## config.mk

```make
export PLATFORM = sky130hd
export DESIGN_NAME = ddc_datapath_control
export DESIGN_NICKNAME = d
export VERILOG_FILES = /design/src/rtl/ddc_pkg.sv /design/src/rtl/ddc_sync2.sv /design/src/rtl/ddc_datapath_control.sv
export VERILOG_INCLUDE_DIRS = /design/src /design/src/rtl
export SDC_FILE = /design/constraint.sdc
export NUM_CORES = 1
export LEC_CHECK = 0
export BUFFER_PORTS_ARGS = -buffer_cell sky130_fd_sc_hd__buf_4
export CAP_MARGIN = 20
export CORE_ASPECT_RATIO = 1.2
export CORE_MARGIN = 2
export CORE_UTILIZATION = 55
export DETAILED_ROUTE_END_ITERATION = 6
export GPL_TIMING_DRIVEN = 0
export PLACE_DENSITY = 0.92
export SLEW_MARGIN = 30
export SYNTH_ARGS = -nofsm -noshare
export SYNTH_HDL_FRONTEND = slang
export SYNTH_SLANG_ARGS = --single-unit
export TNS_END_PERCENT = 50
```

## constraint.sdc

```tcl
create_clock -name core_clk -period 7.9 [get_ports core_clk]
set_clock_uncertainty 0.2 [all_clocks]
set_input_delay 2.37 -clock core_clk [delete_from_list [all_inputs] [get_ports core_clk]]
set_output_delay 2.37 -clock core_clk [all_outputs]
set_load 0.05 [all_outputs]
```

## src/rtl/ddc_params.svh

```systemverilog
`ifndef DDC_PARAMS_SVH
`define DDC_PARAMS_SVH
`define DDC_ADDR_DATAPATH_CONTROL 5'h00
`define DDC_RESET_DATAPATH_CONTROL 8'h70
`define DDC_BIT_OFFSET_ENA 7
`define DDC_BIT_FIFO_ENA 6
`define DDC_BIT_WR_RESET_ENA 5
`define DDC_BIT_SYNC_ENA 4
`define DDC_BIT_ALERT_OE 3
`define DDC_BIT_ALERT_POL 2
`define DDC_MIX_HI 1
`define DDC_MIX_LO 0
`define DDC_SHIFT_TOP 15
`endif

```

## src/rtl/ddc_pkg.sv

```systemverilog
package ddc_pkg;
  typedef enum logic [1:0] {
    DDC_MIX_NORMAL,
    DDC_MIX_HALF,
    DDC_MIX_PLUS_QUARTER,
    DDC_MIX_MINUS_QUARTER
  } ddc_mix_t;
endpackage

```

## src/rtl/ddc_sync2.sv

```systemverilog
`timescale 1ns/1ps
module ddc_sync2 (
  // clock and reset
  input  wire logic core_clk,
  input  wire logic rst,
  // asynchronous level in, synchronised level out
  input  wire logic d,
  output logic      q
);
  logic meta_r;
  always_ff @(posedge core_clk or posedge rst) begin
    if (rst) begin
      meta_r <= 1'b0;
      q      <= 1'b0;
    end else begin
      meta_r <= d;
      q      <= meta_r;
    end
  end
endmodule

```

## src/rtl/ddc_datapath_control.sv

```systemverilog
`timescale 1ns/1ps
`include "ddc_params.svh"
// Summary of operation
// RQ1 - control register sits at address 0x00 and resets to 0x70
// RQ2 - bit 7 set adds the digital offset to data; clear adds none
// RQ3 - bit 6 set routes samples via the input FIFO; clear bypasses it
// RQ4 - bit 5 set lets word-sync reset the FIFO write pointer
// RQ5 - bit 4 set enables multi-device sync from word-sync or strobe
// RQ6 - separate source-select bit picks word-sync or output strobe
// RQ7 - bit 3 set drives the shared alert/serial-out pin as alarm
// RQ8 - bit 2 sets alarm polarity; one means active high
// RQ9 - bits 1:0 pick coarse mixer: none, fs/2, +fs/4, -fs/4
// RQ10 - host writes before streaming; reads return last written value
module ddc_datapath_control (
  // clock and reset
  input  wire logic        core_clk,
  input  wire logic        rst,
  // register access port
  input  wire logic        reg_wr,
  input  wire logic        reg_rd,
  input  wire logic [4:0]  reg_addr,
  input  wire logic [7:0]  reg_wdata,
  output logic      [7:0]  reg_rdata,
  // other configuration inputs
  input  wire logic        chip_sync_source_select,
  input  wire logic [15:0] offset_value,
  // pins
  input  wire logic        word_sync_pin,
  input  wire logic        output_strobe_input,
  input  wire logic        alarm_event,
  input  wire logic        serial_out_data,
  input  wire logic        serial_out_oe,
  output logic             alert_serial_out_pin_o,
  output logic             alert_serial_out_pin_oe,
  // datapath
  input  wire logic [15:0] sample_in,
  input  wire logic        sample_valid,
  input  wire logic [15:0] fifo_sample,
  output logic      [15:0] sample_out,
  output logic             use_fifo,
  output logic             fifo_wr_reset,
  output logic             multi_sync
);
  import ddc_pkg::*;

  logic [7:0]  ctrl_r;
  logic [1:0]  phase_r;
  logic        ws_s;
  logic        os_s;
  ddc_mix_t    mix;
  logic        sel_hit;
  logic [15:0] pre_mix;
  logic [15:0] mixed;
  logic        neg_now;

  ddc_sync2 u_ws (
    .core_clk (core_clk),
    .rst      (rst),
    .d        (word_sync_pin),
    .q        (ws_s)
  );
  ddc_sync2 u_os (
    .core_clk (core_clk),
    .rst      (rst),
    .d        (output_strobe_input),
    .q        (os_s)
  );

  function automatic logic [15:0] neg16(input logic [15:0] v);
    neg16 = 16'(~v + 16'h0001);
  endfunction

  assign sel_hit = (reg_addr == `DDC_ADDR_DATAPATH_CONTROL); // see RQ1
  assign mix = ddc_mix_t'(ctrl_r[`DDC_MIX_HI:`DDC_MIX_LO]);
  // see RQ3: pick FIFO output or bypass, then RQ2 offset add
  // wrap-around add: the carry out is dropped on purpose
  assign pre_mix = 16'((ctrl_r[`DDC_BIT_FIFO_ENA] ? fifo_sample : sample_in)
                 + (ctrl_r[`DDC_BIT_OFFSET_ENA] ? offset_value : 16'h0000));
  // sign pattern of each mixer mode over a four-sample cycle
  always_comb begin
    case (mix) // see RQ9
      DDC_MIX_NORMAL:        neg_now = 1'b0;
      DDC_MIX_HALF:          neg_now = phase_r[0];
      DDC_MIX_PLUS_QUARTER:  neg_now = phase_r[1];
      DDC_MIX_MINUS_QUARTER: neg_now = phase_r[1] ^ phase_r[0];
      default:               neg_now = 1'b0;
    endcase
  end
  // real-only approximation; the complex rotation lives in the mixer
  assign mixed = neg_now ? neg16(pre_mix) : pre_mix;

  always_ff @(posedge core_clk or posedge rst) begin
    if (rst) begin
      ctrl_r <= `DDC_RESET_DATAPATH_CONTROL; // see RQ1
    end else if (reg_wr && sel_hit) begin
      ctrl_r <= reg_wdata;
    end
  end

  always_ff @(posedge core_clk or posedge rst) begin
    if (rst) begin
      reg_rdata <= 8'h00;
    end else if (reg_rd) begin
      reg_rdata <= sel_hit ? ctrl_r : 8'h00; // see RQ10
    end
  end

  always_ff @(posedge core_clk or posedge rst) begin
    if (rst) begin
      phase_r    <= 2'h0;
      sample_out <= 16'h0000;
    end else if (sample_valid) begin
      phase_r    <= 2'(phase_r + 2'h1);
      sample_out <= mixed;
    end
  end

  always_ff @(posedge core_clk or posedge rst) begin
    if (rst) begin
      use_fifo      <= 1'b0;
      fifo_wr_reset <= 1'b0;
      multi_sync    <= 1'b0;
    end else begin
      use_fifo      <= ctrl_r[`DDC_BIT_FIFO_ENA]; // see RQ3
      fifo_wr_reset <= ctrl_r[`DDC_BIT_WR_RESET_ENA] & ws_s; // see RQ4
      multi_sync    <= ctrl_r[`DDC_BIT_SYNC_ENA] &
                       (chip_sync_source_select ? os_s : ws_s); // see RQ5 RQ6
    end
  end

  // pin is shared with serial readback; alarm owns it when enabled
  always_ff @(posedge core_clk or posedge rst) begin
    if (rst) begin
      alert_serial_out_pin_o  <= 1'b0;
      alert_serial_out_pin_oe <= 1'b0;
    end else if (ctrl_r[`DDC_BIT_ALERT_OE]) begin // see RQ7
      alert_serial_out_pin_o  <= ~(alarm_event ^
                                   ctrl_r[`DDC_BIT_ALERT_POL]); // see RQ8
      alert_serial_out_pin_oe <= 1'b1;
    end else begin
      alert_serial_out_pin_o  <= serial_out_data;
      alert_serial_out_pin_oe <= serial_out_oe;
    end
  end
endmodule

```

# Word level (Yosys, flattened, before mapping)
# Cells that the tools add are included.
[totals]
register_bits = 43
elab_cells = 36
input_bits = 72
output_inout_bits = 29
[classes]
bitwise = 6
add_sub_neg = 3
muxes = 8
eq_ne = 3
n_reduce_logical = 3
[ops]
columns = ["op", "n"]
rows = [
  ["$mux W16", 3],
  ["$add A16 B1 Y16 const B", 1],
  ["$add A16 B16 Y16", 1],
  ["$not A16 Y16", 1],
  ["$mux W8", 1],
  ["$logic_not A5 Y1", 1],
  ["$eq A2 B2 Y1 const B", 2],
  ["$pmux W1 S4", 1],
  ["$mux W1", 3],
  ["$add A2 B1 Y2 const B", 1],
  ["$and A1 B1 Y1", 2],
  ["$eq A2 B1 Y1 const B", 1],
  ["$logic_not A2 Y1", 1],
  ["$xor A1 B1 Y1", 2],
  ["$logic_and A1 B1 Y1", 1],
  ["$not A1 Y1", 1],
]

# Longest topological paths before layout
[depth]
depth_word = 5
depth_mapped = 13
mapped_depth_nobuf = 11

# Cells and area by module
# From an unflattened synthesis, not the netlist that was laid out.
[unflattened]
cells_unflattened = 313
area_unflattened_um2 = 3081.7
[by_module_without_submodules]
columns = ["module", "cells_per_inst", "area_per_inst_um2", "instances", "seq_area_each_um2"]
rows = [
  ["ddc_datapath_control", 307, 2974.1, 1, 979.7],
  ["ddc_sync2", 3, 53.8, 2, 50.0],
]

# Worst setup path after synthesis
# Ideal clock, no wire load.
[synth_path]
path_kind = "in2reg"
from = "input fifo_sample[0]"
to = "register sample_out[12]"
n_path_buf = 0
cell_stages = 11
t_arrival_ns = 5.192
slack_ns = 2.383
required_time_ns = 7.575
setup_time_ns = 0.125
path_cell_list = "mux2_2 ha_1 fa_1 a211oi_2 nor2_1 xor2_1 nor4_2 nand3b_1 o41ai_1 xor3_1 mux2_2"
[synth_between]
elab_chain_len = 5
[synth_rtl]
columns = ["element", "line", "text"]
rows = [
  ["from (decl)", "ddc_datapath_control.sv:38", "input wire logic [15:0] fifo_sample,"],
  ["$mux W16 *", "ddc_datapath_control.sv:77", "assign pre_mix = 16'((ctrl_r[`DDC_BIT_FIFO_ENA] ? fifo_sample : sample_in)"],
  ["$add A16 B16 Y16 *", "ddc_datapath_control.sv:77", ""],
  ["$not A16 Y16", "ddc_datapath_control.sv:70", "neg16 = 16'(~v + 16'h0001);"],
  ["$add A16 B1 Y16", "ddc_datapath_control.sv:70", ""],
  ["$mux W16 *", "ddc_datapath_control.sv:90", "assign mixed = neg_now ? neg16(pre_mix) : pre_mix;"],
  ["to (signal assigned)", "ddc_datapath_control.sv:114", "sample_out <= mixed;"],
  ["to (decl)", "ddc_datapath_control.sv:39", "output logic [15:0] sample_out,"],
]
# Every way passes the cells marked *; elsewhere a longest branch is shown, timed or not.
# A chain may end at the register's enable or synchronous reset.

# Worst setup path in the final report
# Ends and elaborated chain as after synthesis.

==> impl_results.md <==
- Critical path's top delay family: compound AO/OA/AOI/OAI gates
- Slew @ Worst Pin: 0.6705 ns
- DP Cell Count: 473
- Synth area leaders: dfrtp_1, mux2_2, ha_1
- GRT Residual Overflow: 0
- CP peak stage delay: 0.49 ns
- TritonCTS clock tree: yes
- # setup viols final: 0
- Combinational power share: 57.7%
- Arr. time, crit path: 5.74 ns
- P_leak: 1.858 nW
- Hold slack: 0.1529 ns
- # hold bufs at CTS: 0
- Net Sw Frac: 45.12%
- Hold Crit Class: reg -> reg
- Area share of the largest cell type after synthesis: 32.56%
- Port bufs: 99
- Most frequent cells after synthesis: dfrtp_1, mux2_2, a21oi_1, nand2_1, nor2_1
- H-tree levels: 2
- Final HPWL DP: 5.841 mm
- WP buf/inv: 1
- Cells after Synth: 311
- Sequential area share after synthesis: 35.12%
- Post-synth EDFFs: 0
- NetSw: 0.5206 mW
- Flop pwr share: 27.6%
- Clock buffer depth: 2
- Setup WS post-layout: 2.149 ns
- Post-layout nets: 507
- Top cell type by total area after synthesis: dfrtp_1
- Die area: 6206 µm²
- Post-CTS Setup Inserts: 0
- Core area: 5334 µm²
- Layout cell share with drive strength beyond 1: 37.71%
- Cell with the most instances on the worst path: mux2_2
- Mapped cell area: 3074 µm²
- Library cells used by synthesis: 58
- Final period util: 72.80%
- Clock power share: 14.8%
- Worst setup EP type: register
- First-pass GRT wire length: 12.45 mm
- CP Depth: 12
- Non-Filler Instances: 481
- Reg2Reg Depth: 12
- Vias per cell: 5.790
- RD Place Congestion: 0.9090
- DR vias: 2785
- Peak supply drop: 163.8 µV
- Status: complete, no violations
- Area Overhead vs Synth: 31.01%
- Clk Latency, worst-skew pair: 0.30 ns
- Sink Count: 43
- WL/cell: 15.73 µm
- Largest net degree at the start of global routing: 33
- Worst setup path category: in -> reg
- DIE HEIGHT: 85.90 µm
- Post-place setup slack: 1.920 ns
- Initial antenna violation count: 0
- Rows: 29
- Worst setup SP type: input port
- Final Util: 75.51%
- Max Slew Vio Count: 0
- Maxcap violations: 0
- Critical path fanouts, max: 4
- Tot Pwr: 1.154 mW
- Fin area: 4028 µm²
- Critical path required time: 7.89 ns
- DRT Pass-1 Iters: 4
- P_int: 0.6333 mW
- Max Freq: 173.9 MHz
- Syn_nets: 400
- Post-Route WL: 7.565 mm
- # IOs: 101
- Yosys reg bits: 43
- Max-Slew Margin vs Limit: 54.98%
- DRT iter0 DRCs: 108
- DRC Markers: 0
- Hold path cells: 0
- Vias in the first global route: 2757
- Final TNS setup: 0 ns
- Reg clk slew, reported paths: 0.08 ns
- Die Width: 72.25 µm
- CP cell instances: buf_4 -> mux2_2 -> ha_1 -> fa_1 -> a211oi_2 -> nor2_1 -> xor2_1 -> nor4_2 -> nand3b_1 -> o41ai_1 -> xor3_1 -> mux2_2
- PostCTS Resize Cnt: 0
- CTS root buffer: clkbuf_8
- Dominant synthesized flop cell: dfrtp_1
- P per Cell Area: 286.5 nW/µm²
- Antenna Violating Nets Remaining: 0
- Diodes inserted: 0
- TritonCTS buffer count: 5
- RSZ-0062 raised after global routing: false
- Post-synth ARST share: 100.0%
- Final hold vios: 0
- Starting Density: 57.64%
- Avg Synthesized Cell Area: 9.885 µm²
- Most frequent cell after synthesis: dfrtp_1
- CP max stage cell: o41ai_1
- Placed inst area: 3915 µm²
- Final Critical Period: 5.751 ns
- Synth warn: 0
- Total GRT Usage: 24.98%
final timing paths:
path | to | start | slack, ns
min in group asynchronous | sample_out[6]$_DFFE_PP0P_ | rst | 1.81
max in group asynchronous | ctrl_r[4]$_DFFE_PP1P_ | rst | 5.17
setup / recovery | sample_out[12]$_DFFE_PP0P_ | fifo_sample[0] | 2.15
setup reg to reg | sample_out[12]$_DFFE_PP0P_ | ctrl_r[6]$_DFFE_PP1P_ | 3.18
hold reg to reg | u_ws.q$_DFF_PP0_ | u_ws.meta_r$_DFF_PP0_ | 0.15
hold / removal | u_ws.q$_DFF_PP0_ | u_ws.meta_r$_DFF_PP0_ | 0.15
metal layers:
metal / routed length, µm / track usage, % / vias up / share of wire (%)
met5: 0 / 0 / - / 0
met4: 246 / 9.777 / 0 / 3.3
met3: 327 / 2.585 / 25 / 4.3
met2: 4130 / 46.21 / 108 / 55
met1: 2861 / 29.05 / 1328 / 38
li1: - / - / 1324 / -
power groups by stage:
| stage | combinational (mW) | sequential, mW | clock (mW) |
|---|---|---|---|
| global placement | 0.633 | 0.318 | 0 |
| finish | 0.666 | 0.318 | 0.170 |
| floorplan | 0.330 | 0.468 | 0 |
| detailed placement | 0.655 | 0.321 | 0 |
| global route | 0.710 | 0.324 | 0.181 |
| CTS | 0.663 | 0.318 | 0.172 |
cell families (layout without fill, tap and decap cells):
logic type,count (synthesis),after routing,synth area share [%]
AND/OR/NAND/NOR,84,84,14.33
AO/OA/AOI/OAI,75,75,16.89
flip-flops,43,43,35.12
multiplexers,33,33,12.05
XOR/XNOR,32,32,10.09
buffers and inverters,27,135,4.355
adder cells (fa/ha/maj),17,17,7.163
placed cells by master (no fill, tap or decap), types with 2 or more instances in the layout:
cell type / synthesis / final
o21ai_0: 17 / 17
buf_4: 1 / 100
clkbuf_8: 2 / 7
a211oi_1: 3 / 3
nor2_1: 21 / 21
xor2_1: 12 / 12
o211ai_1: 2 / 2
nand4_1: 2 / 2
a21oi_1: 24 / 24
mux2i_1: 4 / 4
and2_1: 18 / 18
ha_1: 16 / 16
nand2_1: 23 / 23
dfstp_2: 3 / 3
xnor2_2: 2 / 2
nand3_1: 2 / 2
dfrtp_1: 40 / 40
nor3_1: 6 / 6
o41ai_1: 2 / 2
a21o_1: 2 / 2
xnor2_1: 17 / 17
o21bai_1: 2 / 2
a31oi_1: 3 / 3
a2111oi_0: 2 / 2
inv_1: 17 / 16
o21a_1: 4 / 4
clkbuf_1: 5 / 5
or3_1: 2 / 2
mux2_2: 28 / 28
final cells by class:
class / instances / area, µm²
buffer: 10 / 70.07
clock buffer: 5 / 68.82
clock inverter: 3 / 43.79
fill: 362 / 1306
inverter: 17 / 63.81
multi-input combinational: 241 / 1861
sequential: 43 / 1080
tap: 62 / 77.57
timing repair buffer: 100 / 763.2
flip-flops by register name (all words and copies together) (netlist names), 2 cells and up:
register / count
ctrl_r: 8
reg_rdata: 8
phase_r: 2
sample_out: 16
No activity file was read; power rests on OpenSTA's default activity.
